==> config.mk <==
export PLATFORM = sky130hd
export DESIGN_NAME = bldc_commutation_control
export DESIGN_NICKNAME = d
export VERILOG_FILES = /design/src/design/bldc_pkg.sv /design/src/design/bldc_commutation_control.sv /design/src/design/input_sync.sv
export SDC_FILE = /design/constraint.sdc
export NUM_CORES = 1
export LEC_CHECK = 0
export BUFFER_PORTS_ARGS = -buffer_cell sky130_fd_sc_hd__buf_4
export CAP_MARGIN = 10
export CORE_MARGIN = 2
export CORE_UTILIZATION = 35
export DETAILED_ROUTE_END_ITERATION = 10
export PLACE_DENSITY_LB_ADDON = 0.12
export REMOVE_ABC_BUFFERS = 1
export SLEW_MARGIN = 25
export SYNTH_ARGS = -nofsm -noshare
export SYNTH_HDL_FRONTEND = slang
export SYNTH_SLANG_ARGS = --single-unit
==> constraint.sdc <==
create_clock -name clk_i -period 2 [get_ports clk_i]
set_input_delay 0.2 -clock clk_i [delete_from_list [all_inputs] [get_ports clk_i]]
set_output_delay 0.2 -clock clk_i [all_outputs]
set_load 0.02 [all_outputs]
==> src/design/bldc_pkg.sv <==
package bldc_pkg;

   // Clock and oscillator timing
   localparam int CLK_FREQ_HZ = 40_000_000;
   localparam int OSC_FREQ_HZ = 25_000;
   localparam int OSC_CYCLES = CLK_FREQ_HZ / OSC_FREQ_HZ;
   localparam int OSC_CNT_W = $clog2(OSC_CYCLES);

   // Persistent current limit delay before latched shutdown
   localparam int SHUTDOWN_DELAY_US = 1000;
   localparam int SHUTDOWN_DELAY_CYCLES =
      SHUTDOWN_DELAY_US * (CLK_FREQ_HZ / 1_000_000);

   // Register byte offsets
   localparam logic [7:0] CTRL_OFFSET = 8'h00;
   localparam logic [7:0] STATUS_OFFSET = 8'h04;
   localparam logic [7:0] IRQ_STATUS_OFFSET = 8'h08;
   localparam logic [7:0] IRQ_MASK_OFFSET = 8'h0c;

   // Control register fields
   localparam int CTRL_LATCH_MODE_BIT = 0;
   localparam int CTRL_SHUTDOWN_CLEAR_BIT = 1;
   localparam logic CTRL_LATCH_MODE_RESET = 1'b0;

   // Status register fields
   localparam int STAT_CODE_LSB = 0;
   localparam int STAT_DIRECTION_BIT = 3;
   localparam int STAT_ENABLE_BIT = 4;
   localparam int STAT_BRAKE_BIT = 5;
   localparam int STAT_SEL60_BIT = 6;
   localparam int STAT_VALID_BIT = 7;
   localparam int STAT_LIMIT_BIT = 8;
   localparam int STAT_SHUTDOWN_BIT = 9;
   localparam int STAT_FAULT_BIT = 10;
   localparam int STAT_UPPER_LSB = 11;
   localparam int STAT_LOWER_LSB = 14;

   // Interrupt status and mask fields
   localparam int IRQ_W = 4;
   localparam int IRQ_FAULT_BIT = 0;
   localparam int IRQ_LIMIT_BIT = 1;
   localparam int IRQ_SHUTDOWN_BIT = 2;
   localparam int IRQ_INVALID_BIT = 3;
   localparam logic [IRQ_W-1:0] IRQ_MASK_RESET = 4'h0;

   // Commutation step code for an invalid sensor pattern
   localparam logic [2:0] STEP_INVALID = 3'h7;

endpackage : bldc_pkg

==> src/design/bldc_commutation_control.sv <==
// The placing of the registers and the Wishbone register port were chosen for this implementation.
`timescale 1ns/1ps

// Operation
// - Run while enabled, coast when disabled
// - Sense trip stops conduction for oscillator cycle
// - Fault on invalid code, disable, overcurrent
// - Fault also on undervoltage or overtemperature
// - Select input picks 60 or 120 phasing
// - Brake high blocks running and brakes
// - Direction input reverses rotation
// - Commutation comes only from sensor inputs
// - Optional delayed latched shutdown on persistent limit
// - Six sensor codes valid, two invalid
// - Reverse swaps upper and lower per phase
// - Brake: uppers off first, then lowers on
// - Invalid code: all drives off, fault asserted
module bldc_commutation_control #(
   parameter int SHUTDOWN_DELAY_CYCLES = bldc_pkg::SHUTDOWN_DELAY_CYCLES
) (
   // Clock and reset
   input wire logic clk_i,
   input wire logic rst_i,
   // Rotor position sensors
   input wire logic position_sensor_a_i,
   input wire logic position_sensor_b_i,
   input wire logic position_sensor_c_i,
   // Motor control inputs
   input wire logic direction_i,
   input wire logic run_enable_i,
   input wire logic brake_i,
   input wire logic phase_60_select_i,
   // Protection inputs from the analog side
   input wire logic current_sense_i,
   input wire logic undervoltage_i,
   input wire logic thermal_shutdown_i,
   // Upper drives, low turns the switch on
   output logic upper_drive_a_n_o,
   output logic upper_drive_b_n_o,
   output logic upper_drive_c_n_o,
   // Lower drives, high turns the switch on
   output logic lower_drive_a_o,
   output logic lower_drive_b_o,
   output logic lower_drive_c_o,
   // Open-drain fault pin
   output logic fault_out_o,
   output logic fault_oe_n_o,
   // Wishbone slave
   input wire logic wb_cyc_i,
   input wire logic wb_stb_i,
   input wire logic wb_we_i,
   input wire logic [7:0] wb_adr_i,
   input wire logic [3:0] wb_sel_i,
   input wire logic [31:0] wb_dat_i,
   output logic [31:0] wb_dat_o,
   output logic wb_ack_o,
   // Interrupt
   output logic irq_o
);

   localparam int DELAY_W = $clog2(SHUTDOWN_DELAY_CYCLES + 1);
   localparam logic [DELAY_W-1:0] DELAY_LAST =
      DELAY_W'(SHUTDOWN_DELAY_CYCLES - 1);
   localparam logic [bldc_pkg::OSC_CNT_W-1:0] OSC_LAST =
      bldc_pkg::OSC_CNT_W'(bldc_pkg::OSC_CYCLES - 1);

   // Sensor code to commutation step, one table per phasing
   function automatic logic [2:0] step_of(input logic [2:0] code,
                                          input logic sel60);
      logic [2:0] step;
      step = bldc_pkg::STEP_INVALID;
      case (code)
         3'h4: step = 3'h0;
         3'h6: step = 3'h1;
         3'h7: step = sel60 ? 3'h2 : bldc_pkg::STEP_INVALID;
         3'h2: step = sel60 ? bldc_pkg::STEP_INVALID : 3'h2;
         3'h3: step = 3'h3;
         3'h1: step = 3'h4;
         3'h0: step = sel60 ? 3'h5 : bldc_pkg::STEP_INVALID;
         3'h5: step = sel60 ? bldc_pkg::STEP_INVALID : 3'h5;
         default: step = bldc_pkg::STEP_INVALID;
      endcase
      return step;
   endfunction : step_of

   // Step to forward phases: {lower one-hot, upper one-hot}, bit 0 is A
   function automatic logic [5:0] phases_of(input logic [2:0] step);
      logic [5:0] ph;
      ph = 6'h00;
      case (step)
         3'h0: ph = {3'h4, 3'h1};
         3'h1: ph = {3'h4, 3'h2};
         3'h2: ph = {3'h1, 3'h2};
         3'h3: ph = {3'h1, 3'h4};
         3'h4: ph = {3'h2, 3'h4};
         3'h5: ph = {3'h2, 3'h1};
         default: ph = 6'h00;
      endcase
      return ph;
   endfunction : phases_of

   logic [6:0] raw_bits;
   logic [6:0] sync_bits;
   logic [2:0] sensor_code;
   logic direction_s;
   logic enable_s;
   logic brake_s;
   logic sel60_s;
   logic [2:0] step;
   logic code_valid;
   logic [5:0] fwd_phases;
   logic [2:0] run_upper;
   logic [2:0] run_lower;
   logic run_ok;
   logic limit_active;
   logic [2:0] upper_next;
   logic [2:0] lower_next;
   logic fault_next;
   logic [2:0] upper_on_reg;
   logic [2:0] lower_on_reg;
   logic fault_reg;
   logic [bldc_pkg::OSC_CNT_W-1:0] osc_cnt_reg;
   logic osc_start;
   logic limit_reg;
   logic limit_next;
   logic seen_reg;
   logic [DELAY_W-1:0] delay_cnt_reg;
   logic [DELAY_W-1:0] delay_cnt_next;
   logic shutdown_reg;
   logic shutdown_set;
   logic shutdown_clear;
   logic latch_mode_reg;
   logic invalid_reg;
   logic bus_req;
   logic ack_reg;
   logic wr_take;
   logic [5:0] word_adr;
   logic hit_ctrl;
   logic hit_status;
   logic hit_irq_status;
   logic hit_irq_mask;
   logic [31:0] status_word;
   logic [31:0] rd_mux;
   logic [31:0] rd_data_reg;
   logic [bldc_pkg::IRQ_W-1:0] events;
   logic [bldc_pkg::IRQ_W-1:0] w1c;
   logic [bldc_pkg::IRQ_W-1:0] irq_status_reg;
   logic [bldc_pkg::IRQ_W-1:0] irq_mask_reg;

   // Sensor and motor control inputs pass a two-flop synchroniser; the protection inputs are used unsynchronised
   assign raw_bits = {phase_60_select_i, brake_i, run_enable_i,
                      direction_i, position_sensor_c_i,
                      position_sensor_b_i, position_sensor_a_i};

   input_sync #(
      .WIDTH(7)
   ) u_input_sync (
      .clk_i(clk_i),
      .rst_i(rst_i),
      .async_i(raw_bits),
      .sync_o(sync_bits)
   );

   // Sensor code ordered A, B, C from the most significant bit
   assign sensor_code = {sync_bits[0], sync_bits[1], sync_bits[2]};
   assign direction_s = sync_bits[3];
   assign enable_s = sync_bits[4];
   assign brake_s = sync_bits[5];
   assign sel60_s = sync_bits[6];

   // Position decode depends on the sensors and phasing alone
   assign step = step_of(sensor_code, sel60_s);
   assign code_valid = step != bldc_pkg::STEP_INVALID;
   assign fwd_phases = phases_of(step);
   // Reverse exchanges upper and lower of the same phase
   assign run_upper = direction_s ? fwd_phases[2:0] : fwd_phases[5:3];
   assign run_lower = direction_s ? fwd_phases[5:3] : fwd_phases[2:0];

   // Any blocking condition forces a coast: uppers off, lowers low
   assign limit_active = limit_reg | current_sense_i;
   assign run_ok = code_valid && enable_s && !limit_active
                   && !shutdown_reg && !undervoltage_i
                   && !thermal_shutdown_i;

   // Brake wins over all; lowers wait for uppers to be seen off
   assign upper_next = brake_s ? 3'h0 :
                       (run_ok ? run_upper : 3'h0);
   assign lower_next = brake_s ?
                       ((upper_on_reg == 3'h0) ? 3'h7 : 3'h0) :
                       (run_ok ? run_lower : 3'h0);

   // Fault collects every protective condition
   assign fault_next = !code_valid || !enable_s || limit_active
                       || undervoltage_i || thermal_shutdown_i
                       || shutdown_reg;

   // Drive and fault outputs are registered so they never glitch
   always_ff @(posedge clk_i) begin
      if (rst_i) begin
         upper_on_reg <= 3'h0;
         lower_on_reg <= 3'h0;
         fault_reg <= 1'b0;
      end else begin
         upper_on_reg <= upper_next;
         lower_on_reg <= lower_next;
         fault_reg <= fault_next;
      end
   end

   assign upper_drive_a_n_o = ~upper_on_reg[0];
   assign upper_drive_b_n_o = ~upper_on_reg[1];
   assign upper_drive_c_n_o = ~upper_on_reg[2];
   assign lower_drive_a_o = lower_on_reg[0];
   assign lower_drive_b_o = lower_on_reg[1];
   assign lower_drive_c_o = lower_on_reg[2];
   // Open drain: pull low only while a fault stands
   assign fault_out_o = 1'b0;
   assign fault_oe_n_o = ~fault_reg;

   // Oscillator divider gives a one-cycle start pulse per period
   assign osc_start = osc_cnt_reg == OSC_LAST;

   always_ff @(posedge clk_i) begin
      if (rst_i) begin
         osc_cnt_reg <= '0;
      end else begin
         osc_cnt_reg <= osc_start ? '0 : osc_cnt_reg + 1'b1;
      end
   end

   // Cycle limit latch; a trip in the start cycle survives the clear
   assign limit_next = osc_start ? current_sense_i :
                       (limit_reg | current_sense_i);

   // Delay counter restarts after a full oscillator cycle without limit
   assign delay_cnt_next =
      !latch_mode_reg ? '0 :
      (osc_start && !(seen_reg || limit_active)) ? '0 :
      (limit_active && delay_cnt_reg != DELAY_LAST) ?
      delay_cnt_reg + 1'b1 : delay_cnt_reg;
   assign shutdown_set = latch_mode_reg && limit_active
                         && delay_cnt_reg == DELAY_LAST;
   assign shutdown_clear = wr_take && hit_ctrl
                           && wb_dat_i[bldc_pkg::CTRL_SHUTDOWN_CLEAR_BIT];

   always_ff @(posedge clk_i) begin
      if (rst_i) begin
         limit_reg <= 1'b0;
         seen_reg <= 1'b0;
         delay_cnt_reg <= '0;
         shutdown_reg <= 1'b0;
         invalid_reg <= 1'b0;
      end else begin
         limit_reg <= limit_next;
         seen_reg <= osc_start ? 1'b0 : (seen_reg | limit_active);
         delay_cnt_reg <= delay_cnt_next;
         // Set wins over a clear written in the same cycle
         shutdown_reg <= shutdown_set | (shutdown_reg & ~shutdown_clear);
         invalid_reg <= ~code_valid;
      end
   end

   // Wishbone decode on word address; low address bits ignored
   assign bus_req = wb_cyc_i & wb_stb_i;
   assign wr_take = bus_req & wb_we_i & ack_reg & wb_sel_i[0];
   assign word_adr = wb_adr_i[7:2];
   assign hit_ctrl = word_adr == bldc_pkg::CTRL_OFFSET[7:2];
   assign hit_status = word_adr == bldc_pkg::STATUS_OFFSET[7:2];
   assign hit_irq_status = word_adr == bldc_pkg::IRQ_STATUS_OFFSET[7:2];
   assign hit_irq_mask = word_adr == bldc_pkg::IRQ_MASK_OFFSET[7:2];

   assign status_word = {15'h0000,
                         lower_on_reg,
                         upper_on_reg,
                         fault_reg,
                         shutdown_reg,
                         limit_reg,
                         code_valid,
                         sel60_s,
                         brake_s,
                         enable_s,
                         direction_s,
                         sensor_code};
   // Unmapped words read as zero but are still acknowledged
   assign rd_mux = hit_ctrl ? {31'h00000000, latch_mode_reg} :
                   hit_status ? status_word :
                   hit_irq_status ? {28'h0000000, irq_status_reg} :
                   hit_irq_mask ? {28'h0000000, irq_mask_reg} :
                   32'h00000000;

   // One wait state: ack one edge after the request, then drops
   always_ff @(posedge clk_i) begin
      if (rst_i) begin
         ack_reg <= 1'b0;
         rd_data_reg <= 32'h00000000;
      end else begin
         ack_reg <= bus_req & ~ack_reg;
         if (bus_req && !ack_reg) begin
            rd_data_reg <= rd_mux;
         end
      end
   end

   assign wb_ack_o = ack_reg;
   assign wb_dat_o = rd_data_reg;

   // Control and mask registers written on the acknowledged edge
   always_ff @(posedge clk_i) begin
      if (rst_i) begin
         latch_mode_reg <= bldc_pkg::CTRL_LATCH_MODE_RESET;
         irq_mask_reg <= bldc_pkg::IRQ_MASK_RESET;
      end else if (wr_take && hit_ctrl) begin
         latch_mode_reg <= wb_dat_i[bldc_pkg::CTRL_LATCH_MODE_BIT];
      end else if (wr_take && hit_irq_mask) begin
         irq_mask_reg <= wb_dat_i[bldc_pkg::IRQ_W-1:0];
      end
   end

   // Sticky events; a new event outranks a write-one clear
   assign events[bldc_pkg::IRQ_FAULT_BIT] = fault_next & ~fault_reg;
   assign events[bldc_pkg::IRQ_LIMIT_BIT] = current_sense_i & ~limit_reg;
   assign events[bldc_pkg::IRQ_SHUTDOWN_BIT] = shutdown_set & ~shutdown_reg;
   assign events[bldc_pkg::IRQ_INVALID_BIT] = ~code_valid & ~invalid_reg;
   assign w1c = (wr_take && hit_irq_status) ?
                wb_dat_i[bldc_pkg::IRQ_W-1:0] : '0;

   always_ff @(posedge clk_i) begin
      if (rst_i) begin
         irq_status_reg <= '0;
      end else begin
         irq_status_reg <= (irq_status_reg & ~w1c) | events;
      end
   end

   assign irq_o = |(irq_status_reg & irq_mask_reg);
endmodule : bldc_commutation_control

==> src/design/input_sync.sv <==
`timescale 1ns/1ps

module input_sync #(
   parameter int WIDTH = 1
) (
   // Clock and reset
   input wire logic clk_i,
   input wire logic rst_i,
   // Raw and synchronised levels
   input wire logic [WIDTH-1:0] async_i,
   output logic [WIDTH-1:0] sync_o
);

   logic [WIDTH-1:0] meta_reg;
   logic [WIDTH-1:0] sync_reg;

   // Two flops; only the second stage is visible outside
   always_ff @(posedge clk_i) begin
      if (rst_i) begin
         meta_reg <= '0;
         sync_reg <= '0;
      end else begin
         meta_reg <= async_i;
         sync_reg <= meta_reg;
      end
   end

   assign sync_o = sync_reg;

endmodule : input_sync

==> impl_metrics.env <==
export IMPL_finalSetupTns_ps=0
export IMPL_status="complete, no violations"
export IMPL_firstDrtPassIters=4
export IMPL_utilization_pct=42.8
export IMPL_synth_distinct_cells=52
export IMPL_pin_count=101
export IMPL_ys_warn_count=0
export IMPL_grt_pass1_vias=2479
export IMPL_grt_overflow=0
export IMPL_criticalPathCategory="flop to flop"
export IMPL_critPathBufInv=0
export IMPL_wl_per_cell_um=13.0
export IMPL_grt_usage_pct=14.8
export IMPL_p_leak_nw=1.64
export IMPL_stdcell_count=576
export IMPL_syn2layout_area_growth_pct=20.6
export IMPL_cts_resized=0
export IMPL_hold_violations=0
export IMPL_cts_sink_count=79
export IMPL_crit_family="simple AND/OR/NAND/NOR gates"
export IMPL_antenna_found_initial=0
export IMPL_drive_gt1_share_pct=20.8
export IMPL_slew_violations=0
export IMPL_cts_buffers=9
export IMPL_worst_ep_required_time_ps=2240
export IMPL_crit_path_max_incr_delay_ps=630
export IMPL_drcViolationCount=0
export IMPL_gp_congestion=0.797
export IMPL_endpoint_kind="flop"
export IMPL_rsz0062_at_grt="false"
export IMPL_n_antenna_cell=0
export IMPL_die_w_um=103
export IMPL_grt_pass1_wl_um=12200
export IMPL_rows=36
export IMPL_fin_area_mm2=0.00413
export IMPL_setup_viol=0
export IMPL_drv_cap=0
export IMPL_clock_latency_ps=350
export IMPL_grt_start_max_net_pins=30
export IMPL_multi_input_area_mm2=0.00167
export IMPL_vdd_drop_max_uv=306
export IMPL_fin_crit_ps=1790
export IMPL_cp_max_fo=8
export IMPL_fin_nets=499
export IMPL_power_per_cell_area_mw_per_mm2=749
export IMPL_post_drt_via_cell_ratio=4.83
export IMPL_postCtsHoldBufs=0
export IMPL_clk_pin_slew_ps=90
export IMPL_drt_wl_total_um=7480
export IMPL_register_area_mm2=0.00158
export IMPL_dpl_cell_area_mm2=0.00392
export IMPL_netlist_area_mm2=0.00342
export IMPL_hold_path_class="input pin to flop"
export IMPL_avgSynthCellArea_um2=8.93
export IMPL_path_cells="or4b_1 > nor4_4 > or3b_2 > a21oi_1"
export IMPL_ctsHtreeMaxLevel=3
export IMPL_core_area_mm2=0.00964
export IMPL_crit_path_top_delay_cell="or4b_1"
export IMPL_timing_hold_ws_ps=52.9
export IMPL_synth_edff_count=0
export IMPL_cts_tree="done"
export IMPL_critPathArrivalTime_ps=2020
export IMPL_clockBufferDepth=2
export IMPL_dp_hpwl_um=5310
export IMPL_skew_ps=11.8
export IMPL_ys_seq_area_share_pct=46.2
export IMPL_finalCritPeriodShare_pct=89.4
export IMPL_largest_register_ffs=17
export IMPL_ys_ff_latch=79
export IMPL_root_buffer="clkbuf_8"
export IMPL_drt_initial_drc_count=109
export IMPL_dp_cells=560
export IMPL_ant_nets=0
export IMPL_start_kind="flop"
export IMPL_vias=2782
export IMPL_netlist_instances=383
export IMPL_max_freq_ghz=0.559
export IMPL_dieArea_mm2=0.0106
export IMPL_io_buffers=51
export IMPL_post_cts_setup_buffers=0
export IMPL_yosys_most_used_dff="dfxtp_1"
export IMPL_synthArstFlopShare_pct=0
export IMPL_start_util_pct=35.5
export IMPL_die_height_um=103
export IMPL_fillers=981
## power breakdown
group	switching, W	internal (W)
Sequential	0.0000280	0.00160
Clock	0.000644	0.000605
Combinational	0.000117	0.0000910
Total	0.000789	0.00230
## worst register-to-register path, cell delays in order, from the launching register on
cell and delay, ps:
dfxtp_1 370, or4b_1 630, nor4_4 430, or3b_2 200
a21oi_1 50
## cell usage after synthesis (2+ instances only)
library cell / instances / share of area (%)
dfxtp_1: 79 / 46
nor2_1: 58 / 6.4
nor2b_1: 23 / 4.2
a22oi_1: 19 / 4.2
nand2_1: 19 / 2.1
buf_4: 16 / 3.5
a21oi_1: 15 / 2.2
nand4_1: 13 / 2.4
inv_1: 12 / 1.3
o21ai_0: 12 / 1.8
clkbuf_1: 11 / 1.2
nand3_1: 11 / 1.6
mux2i_1: 10 / 2.9
xor2_1: 9 / 2.3
nor3_1: 8 / 1.2
or3_1: 5 / 0.91
xnor2_1: 5 / 1.3
and4_1: 4 / 1.0
buf_2: 4 / 0.59
nor4_1: 4 / 0.73
a22o_1: 3 / 0.77
a31oi_1: 3 / 0.55
mux2_2: 3 / 0.99
o21ai_1: 3 / 0.44
and2_1: 2 / 0.37
ha_1: 2 / 0.73
nor4b_1: 2 / 0.51
or3_2: 2 / 0.44
or4_1: 2 / 0.44
or4b_4: 2 / 0.80
## final cells by class
type                       count  share of cell area, %
clock buffer                   9                   3.00
clock inverter                 7                   2.09
inverter                      12                   1.09
multi-input combinational    275                   40.4
sequential                    79                   38.3
tap                          133                   4.03
timing repair buffer          61                   11.1
## layer usage
layer | vias up | part of all wire (%) | GRT usage [%]
met4 | 0 | 0.96 | 4.55
met5 | - | 0 | 0
li1 | 1435 | - | -
met2 | 61 | 43 | 21.5
met3 | 6 | 5.2 | 4.27
met1 | 1280 | 50 | 21.3
## stage by stage
| stage | total power, W | setup slack [ps] |
|---|---|---|
| 2_1_floorplan | 0.00177 | 300 |
| 3_3_place_gp | 0.00187 | 236 |
| 3_5_place_dp | 0.00188 | 221 |
| 4_1_cts | 0.00315 | 201 |
| 5_1_grt | 0.00324 | 60.8 |
| 6_report | 0.00309 | 211 |
## cell families (layout without fill, tap and decap cells)
kind of cell	count (synthesis)	count (layout)	share of synthesized area (%)
other cells	1	16	0.110
simple gates	165	165	25.7
compound gates	63	63	11.9
xor+xnor	14	14	3.58
flops	79	79	46.2
fa+ha+maj	2	2	0.731
buf+inv	44	89	6.73
mux	15	15	4.97
## layout by cell type, fill, tap and decap left out, types with 2 or more instances in the layout
master	count
or3_2	2
buf_4	61
nand3_1	11
nor3_1	8
xnor2_1	5
a22oi_1	19
dfxtp_1	79
nand4_1	13
nor4_1	4
xor2_1	9
inv_6	2
mux2i_1	10
nor2b_1	23
o21ai_0	12
conb_1	16
o21ai_1	3
a21oi_1	15
a31oi_1	3
or4_1	2
inv_8	2
and4_1	4
ha_1	2
nor2_1	58
a22o_1	3
mux2_2	3
and2_1	2
clkbuf_8	9
or4b_4	2
inv_1	12
nand2_1	19
or3_1	5
nor4b_1	2
## path summary, 6_finish.rpt
path | startpoint | cells past startpoint | slack (ps) | endpoint
setup / recovery | delay_cnt_reg[7]$_SDFFE_PP0P_ | 4 | 210 | delay_cnt_reg[1]$_SDFFE_PP0P_
hold / removal | position_sensor_a_i | 2 | 50 | u_input_sync.meta_reg[0]$_SDFF_PP0_
setup reg to reg | delay_cnt_reg[7]$_SDFFE_PP0P_ | 4 | 210 | delay_cnt_reg[1]$_SDFFE_PP0P_
hold reg to reg | u_input_sync.meta_reg[1]$_SDFF_PP0_ | 1 | 440 | u_input_sync.sync_o[1]$_SDFF_PP0_
Note: power is estimated with default switching activity, not from simulation.
